==> config.mk <==
export PLATFORM = sky130hd
export DESIGN_NAME = hid_divider
export DESIGN_NICKNAME = d
export VERILOG_FILES = /design/src/logic/hid_pkg.sv /design/src/logic/hid_sign_fix.sv /design/src/logic/hid_div_core.sv /design/src/logic/hid_divider.sv
export SDC_FILE = /design/constraint.sdc
export NUM_CORES = 1
export LEC_CHECK = 0
export BUFFER_PORTS_ARGS = -buffer_cell sky130_fd_sc_hd__buf_2
export CAP_MARGIN = 40
export CORE_MARGIN = 5
export CORE_UTILIZATION = 35
export CTS_CLUSTER_DIAMETER = 100
export DETAILED_ROUTE_END_ITERATION = 16
export HOLD_SLACK_MARGIN = 0.12
export PLACE_DENSITY = 0.47
export SYNTH_ARGS = -nofsm -noshare
export SYNTH_HDL_FRONTEND = slang
export SYNTH_SLANG_ARGS = --single-unit
==> constraint.sdc <==
create_clock -name core_clk_i -period 14.85 [get_ports core_clk_i]
set_input_delay 2.2275 -clock core_clk_i [delete_from_list [all_inputs] [get_ports core_clk_i]]
set_output_delay 2.2275 -clock core_clk_i [all_outputs]
set_load 0.02 [all_outputs]
==> src/logic/hid_pkg.sv <==
// Shared constants, register map and carrier types for the integer divider
package hid_pkg;

  // Datapath and bus widths
  localparam int unsigned HID_DW = 32;
  localparam int unsigned HID_AW = 8;

  // Register byte offsets
  localparam logic [7:0] HID_UNUM_OFS = 8'h60;
  localparam logic [7:0] HID_UDEN_OFS = 8'h64;
  localparam logic [7:0] HID_SNUM_OFS = 8'h68;
  localparam logic [7:0] HID_SDEN_OFS = 8'h6C;
  localparam logic [7:0] HID_QUO_OFS = 8'h70;
  localparam logic [7:0] HID_REM_OFS = 8'h74;
  localparam logic [7:0] HID_CSR_OFS = 8'h78;

  // Status field positions
  localparam int unsigned HID_READY_BIT = 0;
  localparam int unsigned HID_DIRTY_BIT = 1;

  // Reset values
  localparam logic [31:0] HID_RES_RST = 32'h00000000;
  localparam logic [31:0] HID_OPD_RST = 32'h00000000;
  localparam logic HID_READY_RST = 1'b1;
  localparam logic HID_DIRTY_RST = 1'b0;

  // Timing: cycles per calculation and bits retired per cycle
  localparam int unsigned HID_CALC_CYCLES = 8;
  localparam int unsigned HID_STEPS = HID_DW / HID_CALC_CYCLES;
  localparam logic [2:0] HID_CNT_LAST = 3'(HID_CALC_CYCLES - 1);

  // Register port request
  typedef struct packed {
    logic wr;
    logic rd;
    logic [HID_AW-1:0] addr;
    logic [HID_DW-1:0] wdata;
  } hid_bus_req_t;

  // Iterative core state
  typedef struct packed {
    logic busy;
    logic [2:0] cnt;
    logic [HID_DW-1:0] quo;
    logic [HID_DW-1:0] rem;
    logic [HID_DW-1:0] den;
  } hid_core_st_t;

  // Core finish indication with unsigned magnitudes
  typedef struct packed {
    logic fin;
    logic [HID_DW-1:0] quo;
    logic [HID_DW-1:0] rem;
  } hid_core_res_t;

  // Register-file state
  typedef struct packed {
    logic [HID_DW-1:0] dend;
    logic [HID_DW-1:0] dsor;
    logic [HID_DW-1:0] quo;
    logic [HID_DW-1:0] rem;
    logic sgn;
    logic neg_q;
    logic neg_r;
    logic ready;
    logic dirty;
    logic [HID_DW-1:0] rdata;
  } hid_top_st_t;

endpackage : hid_pkg

==> src/logic/hid_sign_fix.sv <==
// Conditional two's complement negation for operands and results
`timescale 1ns/10ps
`default_nettype none

module hid_sign_fix
  import hid_pkg::*;
(
  input wire logic [HID_DW-1:0] val_i,
  input wire logic neg_i,
  output var logic [HID_DW-1:0] val_o
);

  // Negate when asked; the most negative value maps onto itself
  always_comb
  begin
    if (neg_i)
    begin
      val_o = ~val_i + 32'h00000001;
    end
    else
    begin
      val_o = val_i;
    end
  end

endmodule : hid_sign_fix

`default_nettype wire

==> src/logic/hid_div_core.sv <==
// Unsigned restoring divider retiring several quotient bits per cycle
`timescale 1ns/10ps
`default_nettype none

module hid_div_core
  import hid_pkg::*;
(
  input wire logic core_clk_i,
  input wire logic srst_i,
  input wire logic start_i,
  input wire logic abort_i,
  input wire logic [HID_DW-1:0] dend_i,
  input wire logic [HID_DW-1:0] dsor_i,
  output var hid_core_res_t res_o
);

  hid_core_st_t st_ff; // Registered core state
  hid_core_st_t nxt_st; // Next core state
  logic [HID_DW:0] part; // Partial remainder with shifted-in bit

  // Step, finish, abort and restart decisions
  always_comb
  begin
    part = '0;
    nxt_st = st_ff;
    res_o = '0;
    if (st_ff.busy)
    begin
      // Zero divisor simply yields all-ones quotient, never stalls
      for (int i = 0; i < int'(HID_STEPS); i++)
      begin
        part = {nxt_st.rem, nxt_st.quo[HID_DW-1]};
        nxt_st.quo = {nxt_st.quo[HID_DW-2:0], 1'b0};
        if (part >= {1'b0, nxt_st.den})
        begin
          part = part - {1'b0, nxt_st.den};
          nxt_st.quo[0] = 1'b1;
        end
        nxt_st.rem = part[HID_DW-1:0];
      end
      nxt_st.cnt = st_ff.cnt + 3'h1;
      // Last step: hand magnitudes out combinationally
      if (st_ff.cnt == HID_CNT_LAST)
      begin
        nxt_st.busy = 1'b0;
        res_o.fin = 1'b1;
      end
    end
    res_o.quo = nxt_st.quo;
    res_o.rem = nxt_st.rem;
    // Kill work in flight
    if (abort_i)
    begin
      nxt_st.busy = 1'b0;
    end
    // Fresh operands always win over an old calculation
    if (start_i)
    begin
      nxt_st.busy = 1'b1;
      nxt_st.cnt = 3'h0;
      nxt_st.quo = dend_i;
      nxt_st.rem = '0;
      nxt_st.den = dsor_i;
    end
  end

  // State register
  always_ff @(posedge core_clk_i)
  begin
    if (srst_i)
    begin
      st_ff <= '0;
    end
    else
    begin
      st_ff <= nxt_st;
    end
  end

endmodule : hid_div_core

`default_nettype wire

==> src/logic/hid_divider.sv <==
// Memory-mapped integer divider: register file, control and assertions
//
// Implementation choice: the strobed register port.
`timescale 1ns/10ps
`default_nettype none

module hid_divider
  import hid_pkg::*;
(
  input wire logic core_clk_i,
  input wire logic srst_i,
  input wire hid_bus_req_t req_i,
  output logic [HID_DW-1:0] rdata_o,
  output logic calc_done_flag_o,
  output logic state_modified_flag_o
);

  hid_top_st_t st_ff; // Registered block state
  hid_top_st_t nxt_st; // Next block state

  // Address decode strobes
  logic num_hit; // Either dividend alias
  logic den_hit; // Either divisor alias
  logic quo_hit; // Quotient result
  logic rem_hit; // Remainder result
  logic csr_hit; // Status register
  logic sgn_hit; // Signed alias addressed
  logic map_hit; // Any mapped offset

  // Access qualifiers
  logic op_wr; // Operand write, starts a calculation
  logic res_wr; // Result write, aborts a calculation
  logic wr_hit; // Any mapped write
  logic quo_rd; // Quotient read
  logic rem_rd; // Remainder read

  // Operand values as they will be after this cycle
  logic [HID_DW-1:0] new_dend;
  logic [HID_DW-1:0] new_dsor;
  logic new_sgn;
  logic new_neg_n; // Dividend negative in signed mode
  logic new_neg_d; // Divisor negative in signed mode

  // Magnitudes and signed results
  logic [HID_DW-1:0] mag_dend;
  logic [HID_DW-1:0] mag_dsor;
  logic [HID_DW-1:0] fix_quo;
  logic [HID_DW-1:0] fix_rem;

  hid_core_res_t core_res; // Core finish and magnitudes
  logic fin_take; // Finish not overridden by an operand or result write

  // Decode: operand aliases share one register each
  always_comb
  begin
    num_hit = 1'b0;
    den_hit = 1'b0;
    quo_hit = 1'b0;
    rem_hit = 1'b0;
    csr_hit = 1'b0;
    sgn_hit = 1'b0;
    case (req_i.addr)
      HID_UNUM_OFS: num_hit = 1'b1;
      HID_SNUM_OFS:
      begin
        num_hit = 1'b1;
        sgn_hit = 1'b1;
      end
      HID_UDEN_OFS: den_hit = 1'b1;
      HID_SDEN_OFS:
      begin
        den_hit = 1'b1;
        sgn_hit = 1'b1;
      end
      HID_QUO_OFS: quo_hit = 1'b1;
      HID_REM_OFS: rem_hit = 1'b1;
      HID_CSR_OFS: csr_hit = 1'b1;
      // Unmapped offsets: writes dropped, reads give zero
      default: num_hit = 1'b0;
    endcase
    map_hit = num_hit | den_hit | quo_hit | rem_hit | csr_hit;
  end

  // Access qualifiers from the strobes
  always_comb
  begin
    op_wr = req_i.wr & (num_hit | den_hit);
    res_wr = req_i.wr & (quo_hit | rem_hit);
    wr_hit = req_i.wr & map_hit;
    quo_rd = req_i.rd & quo_hit;
    rem_rd = req_i.rd & rem_hit;
  end

  // Operand values the core starts from
  always_comb
  begin
    new_dend = (req_i.wr & num_hit) ? req_i.wdata : st_ff.dend;
    new_dsor = (req_i.wr & den_hit) ? req_i.wdata : st_ff.dsor;
    new_sgn = op_wr ? sgn_hit : st_ff.sgn;
    new_neg_n = new_sgn & new_dend[HID_DW-1];
    new_neg_d = new_sgn & new_dsor[HID_DW-1];
  end

  // Operand magnitudes for the unsigned core
  hid_sign_fix u_abs_dend (
    .val_i(new_dend),
    .neg_i(new_neg_n),
    .val_o(mag_dend)
  );

  hid_sign_fix u_abs_dsor (
    .val_i(new_dsor),
    .neg_i(new_neg_d),
    .val_o(mag_dsor)
  );

  // Iterative core; an operand write restarts it, a result write kills it
  hid_div_core u_core (
    .core_clk_i(core_clk_i),
    .srst_i(srst_i),
    .start_i(op_wr),
    .abort_i(res_wr),
    .dend_i(mag_dend),
    .dsor_i(mag_dsor),
    .res_o(core_res)
  );

  // Apply result signs recorded at start
  hid_sign_fix u_sgn_quo (
    .val_i(core_res.quo),
    .neg_i(st_ff.neg_q),
    .val_o(fix_quo)
  );

  hid_sign_fix u_sgn_rem (
    .val_i(core_res.rem),
    .neg_i(st_ff.neg_r),
    .val_o(fix_rem)
  );

  // An operand or result write in the finishing cycle supersedes the result
  assign fin_take = core_res.fin & ~op_wr & ~res_wr;

  // Next-state logic for registers, flags and read data
  always_comb
  begin
    nxt_st = st_ff;
    nxt_st.rdata = '0;
    nxt_st.dend = new_dend;
    nxt_st.dsor = new_dsor;
    // New calculation: remember signs and drop ready
    if (op_wr)
    begin
      nxt_st.sgn = new_sgn;
      nxt_st.neg_q = new_neg_n ^ new_neg_d;
      nxt_st.neg_r = new_neg_n;
      nxt_st.ready = 1'b0;
    end
    // Completion: store signed results, raise ready
    if (fin_take)
    begin
      nxt_st.quo = fix_quo;
      nxt_st.rem = fix_rem;
      nxt_st.ready = 1'b1;
    end
    // Context restore: direct result writes
    if (req_i.wr & quo_hit)
    begin
      nxt_st.quo = req_i.wdata;
    end
    if (req_i.wr & rem_hit)
    begin
      nxt_st.rem = req_i.wdata;
    end
    if (res_wr)
    begin
      nxt_st.ready = 1'b1;
    end
    // Dirty: a mapped write sets; a quotient read clears
    if (wr_hit)
    begin
      nxt_st.dirty = 1'b1;
    end
    else if (quo_rd)
    begin
      nxt_st.dirty = 1'b0;
    end
    // Read mux; results read as stored even while busy
    if (req_i.rd)
    begin
      if (num_hit)
      begin
        nxt_st.rdata = st_ff.dend;
      end
      else if (den_hit)
      begin
        nxt_st.rdata = st_ff.dsor;
      end
      else if (quo_hit)
      begin
        nxt_st.rdata = st_ff.quo;
      end
      else if (rem_hit)
      begin
        nxt_st.rdata = st_ff.rem;
      end
      else if (csr_hit)
      begin
        nxt_st.rdata[HID_DIRTY_BIT] = st_ff.dirty;
        nxt_st.rdata[HID_READY_BIT] = st_ff.ready;
      end
    end
  end

  // State register with synchronous reset
  always_ff @(posedge core_clk_i)
  begin
    if (srst_i)
    begin
      st_ff <= '0;
      st_ff.dend <= HID_OPD_RST;
      st_ff.dsor <= HID_OPD_RST;
      st_ff.quo <= HID_RES_RST;
      st_ff.rem <= HID_RES_RST;
      st_ff.ready <= HID_READY_RST;
      st_ff.dirty <= HID_DIRTY_RST;
    end
    else
    begin
      st_ff <= nxt_st;
    end
  end

  // Outputs straight from flops
  assign rdata_o = st_ff.rdata;
  assign calc_done_flag_o = st_ff.ready;
  assign state_modified_flag_o = st_ff.dirty;

  // Reference results, read only by assertions
  logic [HID_DW-1:0] ref_q;
  logic [HID_DW-1:0] ref_r;
  logic ref_qneg;
  always_comb
  begin
    ref_q = '0;
    ref_r = '0;
    if (st_ff.dsor != '0)
    begin
      ref_q = st_ff.sgn ? 32'($signed(st_ff.dend) / $signed(st_ff.dsor))
                        : st_ff.dend / st_ff.dsor;
      ref_r = st_ff.sgn ? 32'($signed(st_ff.dend) % $signed(st_ff.dsor))
                        : st_ff.dend % st_ff.dsor;
    end
    ref_qneg = st_ff.sgn & (st_ff.dend[HID_DW-1] ^ st_ff.dsor[HID_DW-1]) & (ref_q != '0);
  end
endmodule : hid_divider

`default_nettype wire

# After elaboration in Yosys (flattened, before gate mapping)
# Index checks and enable logic that the tools add are counted.
# totals
register_bits	265
in_bits	44
word_cells	111
# op_classes
addsub	9
magnitude_cmp	4
n_eq_ne	8
muxes	41
bitwise_logic	25
n_reduce_logical	9
# ops
operator	n
$mux 32	18
$ge 33x32->1	4
$add 32x1->32 const B	4
$not 32->32	4
$sub 32x32->32	4
$mux 100	1
$mux 68	1
$mux 64	1
$eq 8x7->1 const B	7
$mux 30	1
$mux 1	17
$and 1x1->1	12
$reduce_or 2->1	5
$reduce_bool 2->1	3
$or 1x1->1	5
$mux 2	2
$add 3x1->3 const B	1
$eq 3x3->1 const B	1
$not 1->1	3
$reduce_or 3->1	1
$xor 1x1->1	1

# Logic depth before layout (Yosys ltp)
# Gate-level depths: netlist of run 1.
# logic_depth
depth_word	17
depth_mapped	64
depth_no_buf	55

# Modules after synthesis
# A second synthesis of run 1 with hierarchy kept.
# hier_totals
cells_unflattened	2993
hier_area_um2	23628.9
# modules_own_cells
mod	instances	cells_per_inst	area_each_um2	seq_area_each_um2
hid_div_core	1	1771	12883.6	2001.9
hid_divider	1	826	7637.3	3303.2
hid_sign_fix	4	99	777.0	0.0

# Worst setup path after synthesis of run 1
# OpenSTA, ideal clock, no wires.
# synth_path
path_type	register -> register
startpoint	reg u_core.st_ff[4] (netlist name)
endpoint	reg st_ff[83] (netlist name)
setup_time_ps	91
arrival_ps	12884
t_required_ps	14759
setup_slack_ps	1875
stages_incl_launch_ff	59
path_buffers	10
period_less_slack_ps	12975
cell_sequence	dfxtp_1 -> inv_1 -> ha_1 -> clkbuf_1 -> nand4_1 -> or4_1 -> or4_1 -> o211ai_2 -> or3_1 -> buf_4 -> clkbuf_1 -> clkbuf_1 -> nor2_1 -> a21oi_1 -> ha_1 -> a21o_1 -> a21o_1 -> a21oi_1 -> (+23 left out) -> a221o_1 -> a2111oi_0 -> o31a_1 -> a21oi_1 -> a2111o_1 -> buf_4 -> nand2_4 -> buf_6 -> clkbuf_1 -> a21oi_1 -> inv_1 -> ha_1 -> o21ai_1 -> or4_1 -> o21ai_0 -> xor2_1 -> nand2_1 -> a311oi_1
# synth_via
elab_chain_len	17
# synth_rtl
element	line_no	source
from (decl)	hid_div_core.sv:17	hid_core_st_t st_ff;
from (signal assigned)	hid_div_core.sv:76	st_ff <= nxt_st;
$sub 32x32->32 / $ge 33x32->1 (equally long branches)	hid_div_core.sv:36, hid_div_core.sv:34	
$mux 32	hid_div_core.sv:34	if (part >= {1'b0, nxt_st.den})
$mux 32	hid_div_core.sv:27	if (st_ff.busy)
$sub 32x32->32 / $ge 33x32->1 (equally long branches)	hid_div_core.sv:36, hid_div_core.sv:34	
$mux 32	hid_div_core.sv:34	
$mux 32	hid_div_core.sv:27	
$sub 32x32->32 / $ge 33x32->1 (equally long branches)	hid_div_core.sv:36, hid_div_core.sv:34	
$mux 32	hid_div_core.sv:34	
$mux 32	hid_div_core.sv:27	
$ge 33x32->1	hid_div_core.sv:34	
$mux 1	hid_div_core.sv:34	
$mux 68 (*)	hid_div_core.sv:27	
$not 32->32 (*)	hid_sign_fix.sv:18	val_o = ~val_i + 32'h00000001;
$add 32x1->32 (*)	hid_sign_fix.sv:18	
$mux 32 (*)	hid_sign_fix.sv:16	if (neg_i)
$mux 64 (*)	hid_divider.sv:160	if (fin_take)
$mux 32 (*)	hid_divider.sv:167	if (req_i.wr & quo_hit)
to (signal assigned)	hid_divider.sv:230	st_ff <= nxt_st;
to (decl)	hid_divider.sv:18	hid_top_st_t st_ff;
# Every way passes the cells marked *; elsewhere a longest branch is shown, timed or not. The select of a mux whose other input is x is not followed.
# A chain may end at the register's enable or synchronous reset.

# Worst setup path in the final report of run 1
# layout_path
startpoint	reg u_core.st_ff[24] (netlist name)
endpoint	reg st_ff[61] (netlist name)
# layout_via
elab_chain_len	17
# layout_rtl
element	line_no	source
$sub 32x32->32 / $ge 33x32->1 (equally long branches)	hid_div_core.sv:36, hid_div_core.sv:34	
$mux 32	hid_div_core.sv:34	
$mux 32	hid_div_core.sv:27	
$sub 32x32->32 / $ge 33x32->1 (equally long branches)	hid_div_core.sv:36, hid_div_core.sv:34	
$mux 32	hid_div_core.sv:34	
$mux 32	hid_div_core.sv:27	
$sub 32x32->32 / $ge 33x32->1 (equally long branches)	hid_div_core.sv:36, hid_div_core.sv:34	
$mux 32	hid_div_core.sv:34	
$mux 32	hid_div_core.sv:27	
$ge 33x32->1 / $sub 32x32->32 (equally long branches)	hid_div_core.sv:34, hid_div_core.sv:36	
$mux 32 (*)	hid_div_core.sv:34	
$mux 68 (*)	hid_div_core.sv:27	
$not 32->32	hid_sign_fix.sv:18	
$add 32x1->32	hid_sign_fix.sv:18	
$mux 32 (*)	hid_sign_fix.sv:16	
$mux 64 (*)	hid_divider.sv:160	
$mux 32 (*)	hid_divider.sv:171	if (req_i.wr & rem_hit)
# Marked as above.

==> results of run 1 <==
==> final timing paths <==
path	startpoint	to	slack (ns)	depth (start not counted)
setup / recovery	u_core.st_ff[24]	st_ff[61]	0.72	49
hold / removal	u_core.st_ff[4]	u_core.st_ff[4]	0.45	2
setup reg to reg	u_core.st_ff[24]	st_ff[61]	0.72	49
hold reg to reg	u_core.st_ff[4]	u_core.st_ff[4]	0.45	2
==> worst reg2reg max path, delay by kind of cell (launching register included) <==
family          cells  cell delay, ns
fa+ha+maj           4            1.68
flops               1            0.33
mux                 1            0.40
simple gates       19            5.85
compound gates     19            4.61
buf+inv             6            1.17
==> state kept, by name (all words and copies together) (netlist names) <==
register               count
u_core.st_ff             100
st_ff                    131
calc_done_flag_o           1
rdata_o                   32
state_modified_flag_o      1
==> cell families after synthesis <==
kind of cell | share of synthesized area [%]
adders and majority gates | 7.748
muxes | 5.971
and+or+nand+nor | 21.23
AOI/OAI and AO/OA | 28.47
DFF | 23.40
buffers and inverters | 5.800
xor gates and xnor gates | 7.379
==> through the flow <==
step / util (%) / hold slack [ns] / setup TNS (ns)
floorplan: - / 0.4319 / 0
global placement: 37.08 / 0.4421 / 0
CTS: 38.71 / 0.4525 / 0
global route: 38.82 / 0.4717 / -0.01877
detailed placement: 37.15 / 0.4448 / 0
finish: 38.83 / 0.4494 / 0
==> placed cells by master (no fill, tap or decap), types with 76 or more instances in the layout <==
master	n
a21oi_1	280
nor2_1	298
ha_1	133
inv_1	96
nand3_1	77
mux2i_1	124
dfxtp_1	264
buf_2	76
xnor2_1	126
nand2_1	309
o21ai_0	158
==> layer usage <==
| metal | track usage [%] | vias to the layer above |
|---|---|---|
| li1 | - | 11030 |
| met1 | 39.63 | 11510 |
| met2 | 41.37 | 857 |
| met3 | 2.163 | 120 |
| met4 | 5.650 | 0 |
| met5 | 0 | - |
==> final cells by class <==
class / count / area [µm²] / area share, %
Clock buffer: 45 / 875.8 / 3.506
Multi-Input combinational cell: 2437 / 16180 / 64.78
Inverter: 97 / 369.1 / 1.477
Antenna cell: 1 / 2.502 / 0.01002
Clock inverter: 8 / 126.4 / 0.5058
Timing Repair Buffer: 154 / 1047 / 4.192
Sequential cell: 265 / 5309 / 21.25
Tap cell: 855 / 1070 / 4.282
==> repair_timing <==
item                                    CTS  global route
hold buffers                              0             0
resized for setup                         0            16
endpoints found under the setup margin    0            56
==> metrics.md, run 1 <==
| Metric | Value |
|---|---|
| Cts bufs inserted | `29` |
| Full die area | `69970 µm²` |
| Synth Instances | `3004` |
| Met3 Wirelength | `5388 µm` |
| Syn Nets | `3186` |
| Final Hold Vio Count | `0` |
| Maximum Capacitance Violations | `0` |
| Starting DRT DRC Count | `2467` |
| DRT met1 WL | `47110 µm` |
| Post-DP HPWL | `77650 µm` |
| Per-cell routed wire length | `25.35 µm` |
| Clk_lat worst skew | `0.58 ns` |
| Fmax | `70.79 MHz` |
| Placed cells | `3807` |
| Critical Path AT | `14.60 ns` |
| Final setup margin | `0.7240 ns` |
| H-tree level count | `1` |
| GPL Wtd Cong | `0.9616` |
| Die span in x | `264.5 µm` |
| Via count | `23520` |
| Leading register cell type out of synthesis | `dfxtp_1` |
| Setup bufs post-CTS | `0` |
| Async SR Flop Fraction | `0%` |
| I/O pins | `78` |
| Core Area | `64350 µm²` |
| Final setup fails | `0` |
| GRT Residual Overflow | `0` |
| Setup crit end kind | `register` |
| First-pass GRT wire length | `144500 µm` |
| Placed Area | `23910 µm²` |
| Root buffer cell | `clkbuf_16` |
| Slew Limit Headroom | `36.78%` |
| Status | `complete, no violations` |
| Critical Path RT | `15.32 ns` |
| Final Max Slew Viols | `0` |
| Fin area | `24980 µm²` |
| Area growth, synth to finish | `10.20%` |
| Port bufs | `77` |
| Vias in the first global route | `21910` |
| WS Path Type | `register to register` |
| Worst-margin pin slew | `0.9483 ns` |
| Sequential share of the synthesized area | `23.40%` |
| Worst path max stage delay | `0.71 ns` |
| Top cell by count, worst path | `ha_1` |
| # rows | `93` |
| Vias/cell | `6.090` |
| Largest net degree at the start of global routing | `89` |
| Most frequent cells after synthesis | `nand2_1, nor2_1, a21oi_1, dfxtp_1, o21ai_0` |
| Layout Nets | `3166` |
| Mean Syn Cell Area | `7.547 µm²` |
| Starting Density | `35.23%` |
| CTS max path bufs | `3` |
| Synthesized cell area | `22670 µm²` |
| DRT Wirelength | `97900 µm` |
| Crit path max-delay cell type | `or4_1` |
| CTS clk-pin slew, worst paths | `0.06 ns` |
| Tot GR Track Use | `26.38%` |
| Clock skew | `0.02671 ns` |
| Tcrit/Tclk final | `95.12%` |
| Filler instances | `6682` |
| Post-synth top area cell | `dfxtp_1` |
| Post-route ant nets | `0` |
| Antenna violations before repair | `8` |
| Count leader, synth | `nand2_1` |
| DRT Pass-1 Iters | `8` |
| Die height | `264.5 µm` |
| Layout cells sized above 1 | `9.980%` |
| # DRC | `0` |
| Top Layer Used | `met4` |
| Synth Register Bits | `265` |
| Final Non-Filler Cells | `3862` |
| Number of synthesized flops with an enable pin | `0` |
| Post-synth cell types | `106` |
| CP startpoint kind | `register` |
| Ranking of synthesized cells by area | `dfxtp_1, ha_1, a21oi_1, mux2i_1, nand2_1` |
| Synth Warn # | `0` |
| Met2 WL | `43010 µm` |
| Top delay family on crit path | `simple AND/OR/NAND/NOR gates` |
| CTS tree | `built` |
| Minimum clock period | `14.13 ns` |
| Clock Sink Count | `265` |
| Worst path buffer plus inverter count | `6` |
| Worst Hold Class | `register to register` |
| CP max FO | `37` |
| Dpl ws | `0.1132 ns` |
| Share of the synthesized area in the top cell type | `23.40%` |
Power of run 1 is left out: the tool's default activity adds up to more than one toggle a clock period on the data nets, which glitch-free logic cannot reach.
==> run 2, diff against run 1 <==
- clock period: 14.85 -> 17.47 ns (I/O delays scaled with it)
==> run 2 against run 1 <==
  * Sequential share of layout area up 0.21 points
  * Register-to-register slack better by 0.61 ns
  * Non-clock buffer count fell by 21
  * Wire length grew 1.9%
  * Maximum frequency is 12% lower
  * Global-route usage increased by 0.48 points
  * Clock skew down 0.0087 ns
  * Worst hold slack about the same
  * Via count is 0.24% lower
==> metrics.md, run 2 (synthesis gave the netlist of run 1 again) <==
| Metric | Value |
|---|---|
| Status | `complete, no violations (unchanged)` |
| Fmax | `61.98 MHz (was 70.79 MHz)` |
| Tot GR Track Use | `26.86% (was 26.38%)` |
| Starting DRT DRC Count | `2562 (was 2467)` |
| Hold endpoint | `u_core.st_ff[24] (was u_core.st_ff[4])` |
| Port bufs | `77 (unchanged)` |
| Most frequent cells in the layout | `nand2_1, nor2_1, a21oi_1, dfxtp_1, o21ai_0 (unchanged)` |
| Most flop-heavy register | `st_ff (unchanged)` |
| Final Hold Vio Count | `0 (unchanged)` |
| DRT Pass-1 Iters | `10 (was 8)` |
| Worst path buffer plus inverter count | `4 (was 6)` |
| Placed Area | `23730 µm² (was 23910 µm²)` |
| CP startpoint kind | `register (unchanged)` |
| Core Area | `64350 µm² (unchanged)` |
| Clock Sink Count | `265 (unchanged)` |
| TNS Setup | `0 ns (unchanged)` |
| Post-DP HPWL | `78310 µm (was 77650 µm)` |
| Via count | `23460 (was 23520)` |
| Unrepaired setup endpoints after global routing | `false` |
| Area growth, synth to finish | `9.139% (was 10.20%)` |
| Flop2flop setup slack | `1.34 ns (was 0.72 ns)` |
| Vias in the first global route | `22000 (was 21910)` |
| Register-to-Register Path Depth | `47 (was 49)` |
| Largest register FFs | `131 (unchanged)` |
| Worst reg2reg endpoint | `st_ff[61] (unchanged)` |
| Die span in x | `264.5 µm (unchanged)` |
| GPL Wtd Cong | `0.9737 (was 0.9616)` |
| R2R Path Start | `u_core.st_ff[1] (was u_core.st_ff[24])` |
| Top cell by count, worst path | `ha_1 (unchanged)` |
| Critical Path RT | `17.95 ns (was 15.32 ns)` |
| Worst path max stage delay | `0.78 ns (was 0.71 ns)` |
| CTS max path bufs | `3 (unchanged)` |
| WS Path Type | `register to register (unchanged)` |
| Cts bufs inserted | `30 (was 29)` |
| Setup crit end kind | `register (unchanged)` |
| Full die area | `69970 µm² (unchanged)` |
| First-pass GRT wire length | `145800 µm (was 144500 µm)` |
| Top delay family on crit path | `compound AO/OA/AOI/OAI gates (was simple AND/OR/NAND/NOR gates)` |
| CTS clk-pin slew, worst paths | `0.06 ns (about the same)` |
| Slew Limit Headroom | `34.49% (was 36.78%)` |
| Worst-margin pin slew | `0.9743 ns (was 0.9483 ns)` |
| # DRC | `0 (unchanged)` |
| H-tree level count | `1 (unchanged)` |
| Final Max Slew Viols | `0 (unchanged)` |
| Setup bufs post-CTS | `0 (unchanged)` |
| Antenna violations before repair | `8 (unchanged)` |
| Crit path max-delay cell type | `a2111oi_4 (was or4_1)` |
| Gates resized, CTS repair | `0 (unchanged)` |
| Largest net degree at the start of global routing | `69 (was 89)` |
| Clock skew | `0.01801 ns (was 0.02671 ns)` |
| Vias/cell | `6.104 (was 6.090)` |
| Die height | `264.5 µm (unchanged)` |
| Layout Nets | `3146 (was 3166)` |
| Root buffer cell | `clkbuf_16 (unchanged)` |
| Hold path start | `u_core.st_ff[24] (was u_core.st_ff[4])` |
| Per-cell routed wire length | `25.94 µm (was 25.35 µm)` |
| # rows | `93 (unchanged)` |
| Critical Path AT | `16.62 ns (was 14.60 ns)` |
| I/O pins | `78 (unchanged)` |
| Cts hold-fix bufs | `0 (unchanged)` |
| DRT Wirelength | `99710 µm (was 97900 µm)` |
| Final setup fails | `0 (unchanged)` |
| Tcrit/Tclk final | `92.35% (was 95.12%)` |
| Starting Density | `35.23% (unchanged)` |
| Post-route ant nets | `0 (unchanged)` |
| Minimum clock period | `16.13 ns (was 14.13 ns)` |
| Fin area | `24740 µm² (was 24980 µm²)` |
| Dpl ws | `1.877 ns (was 0.1132 ns)` |
| Clk_lat worst skew | `0.58 ns (about the same)` |
| CTS tree | `built (unchanged)` |
| Worst Hold Class | `register to register (unchanged)` |
| Hold Path Depth | `2 (unchanged)` |
| GRT Residual Overflow | `0 (unchanged)` |
| Commonest non-fill, non-tap cell in the layout | `nand2_1 (unchanged)` |
| CP max FO | `40 (was 37)` |
| Layout cells sized above 1 | `8.780% (was 9.980%)` |
| Maximum Capacitance Violations | `0 (unchanged)` |
| Final setup margin | `1.336 ns (was 0.7240 ns)` |
[run 2: cell types whose count changed in the layout (fill, tap and decap cells not counted), sizes merged]
cell and delta:
buf -21, diode +4, clkbuf -2, clkinvlp +1
[run 2: through the flow]
stage,hold WS (ns),std cells,utilization (%)
final,0.4492,3844,38.45
after global routing,0.4608,3839,38.43
after CTS,0.4535,3839,38.43
after detailed placement,0.4448,3787,36.87
after global placement,0.4414,3778,36.71
after floorplan,0.4319,3004,-
[run 2: tightest hold or removal path, stage by stage (launching register included)]
cell,delay [ns]
dfxtp_1,0.31
nand2_1,0.05
a21oi_1,0.05
[run 2: how the worst max path moves through the flow]
stage | from | end | cells past startpoint
5_1_grt | u_core.st_ff[1] | st_ff[61] | 46
3_5_place_dp | u_core.st_ff[1] | st_ff[61] | 48
2_1_floorplan | u_core.st_ff[4] | st_ff[83] | 58
4_1_cts | u_core.st_ff[1] | st_ff[61] | 48
6_report | u_core.st_ff[1] | st_ff[61] | 47
3_3_place_gp | u_core.st_ff[1] | st_ff[61] | 46
[run 2: metal layers]
metal  GRT usage (%)  vias up  routed length, µm
met3           4.659      158               7395
li1                -    10970                  -
met2           40.95      933              42950
met4           7.552        8               3466
met5               0        -                 46
met1           39.07    11390              45850
[run 2: final cells by class]
cell class	count	area, µm²
diodes	5	12.51
clock buffers	43	870.8
clock inverters	9	133.9
fillers	6810	39600
inverters	97	369.1
multi-input cells	2437	16120
flip-flops and latches	265	5309
well taps	855	1070
repair buffers	133	863.3
Power of run 2 is left out for the same reason.
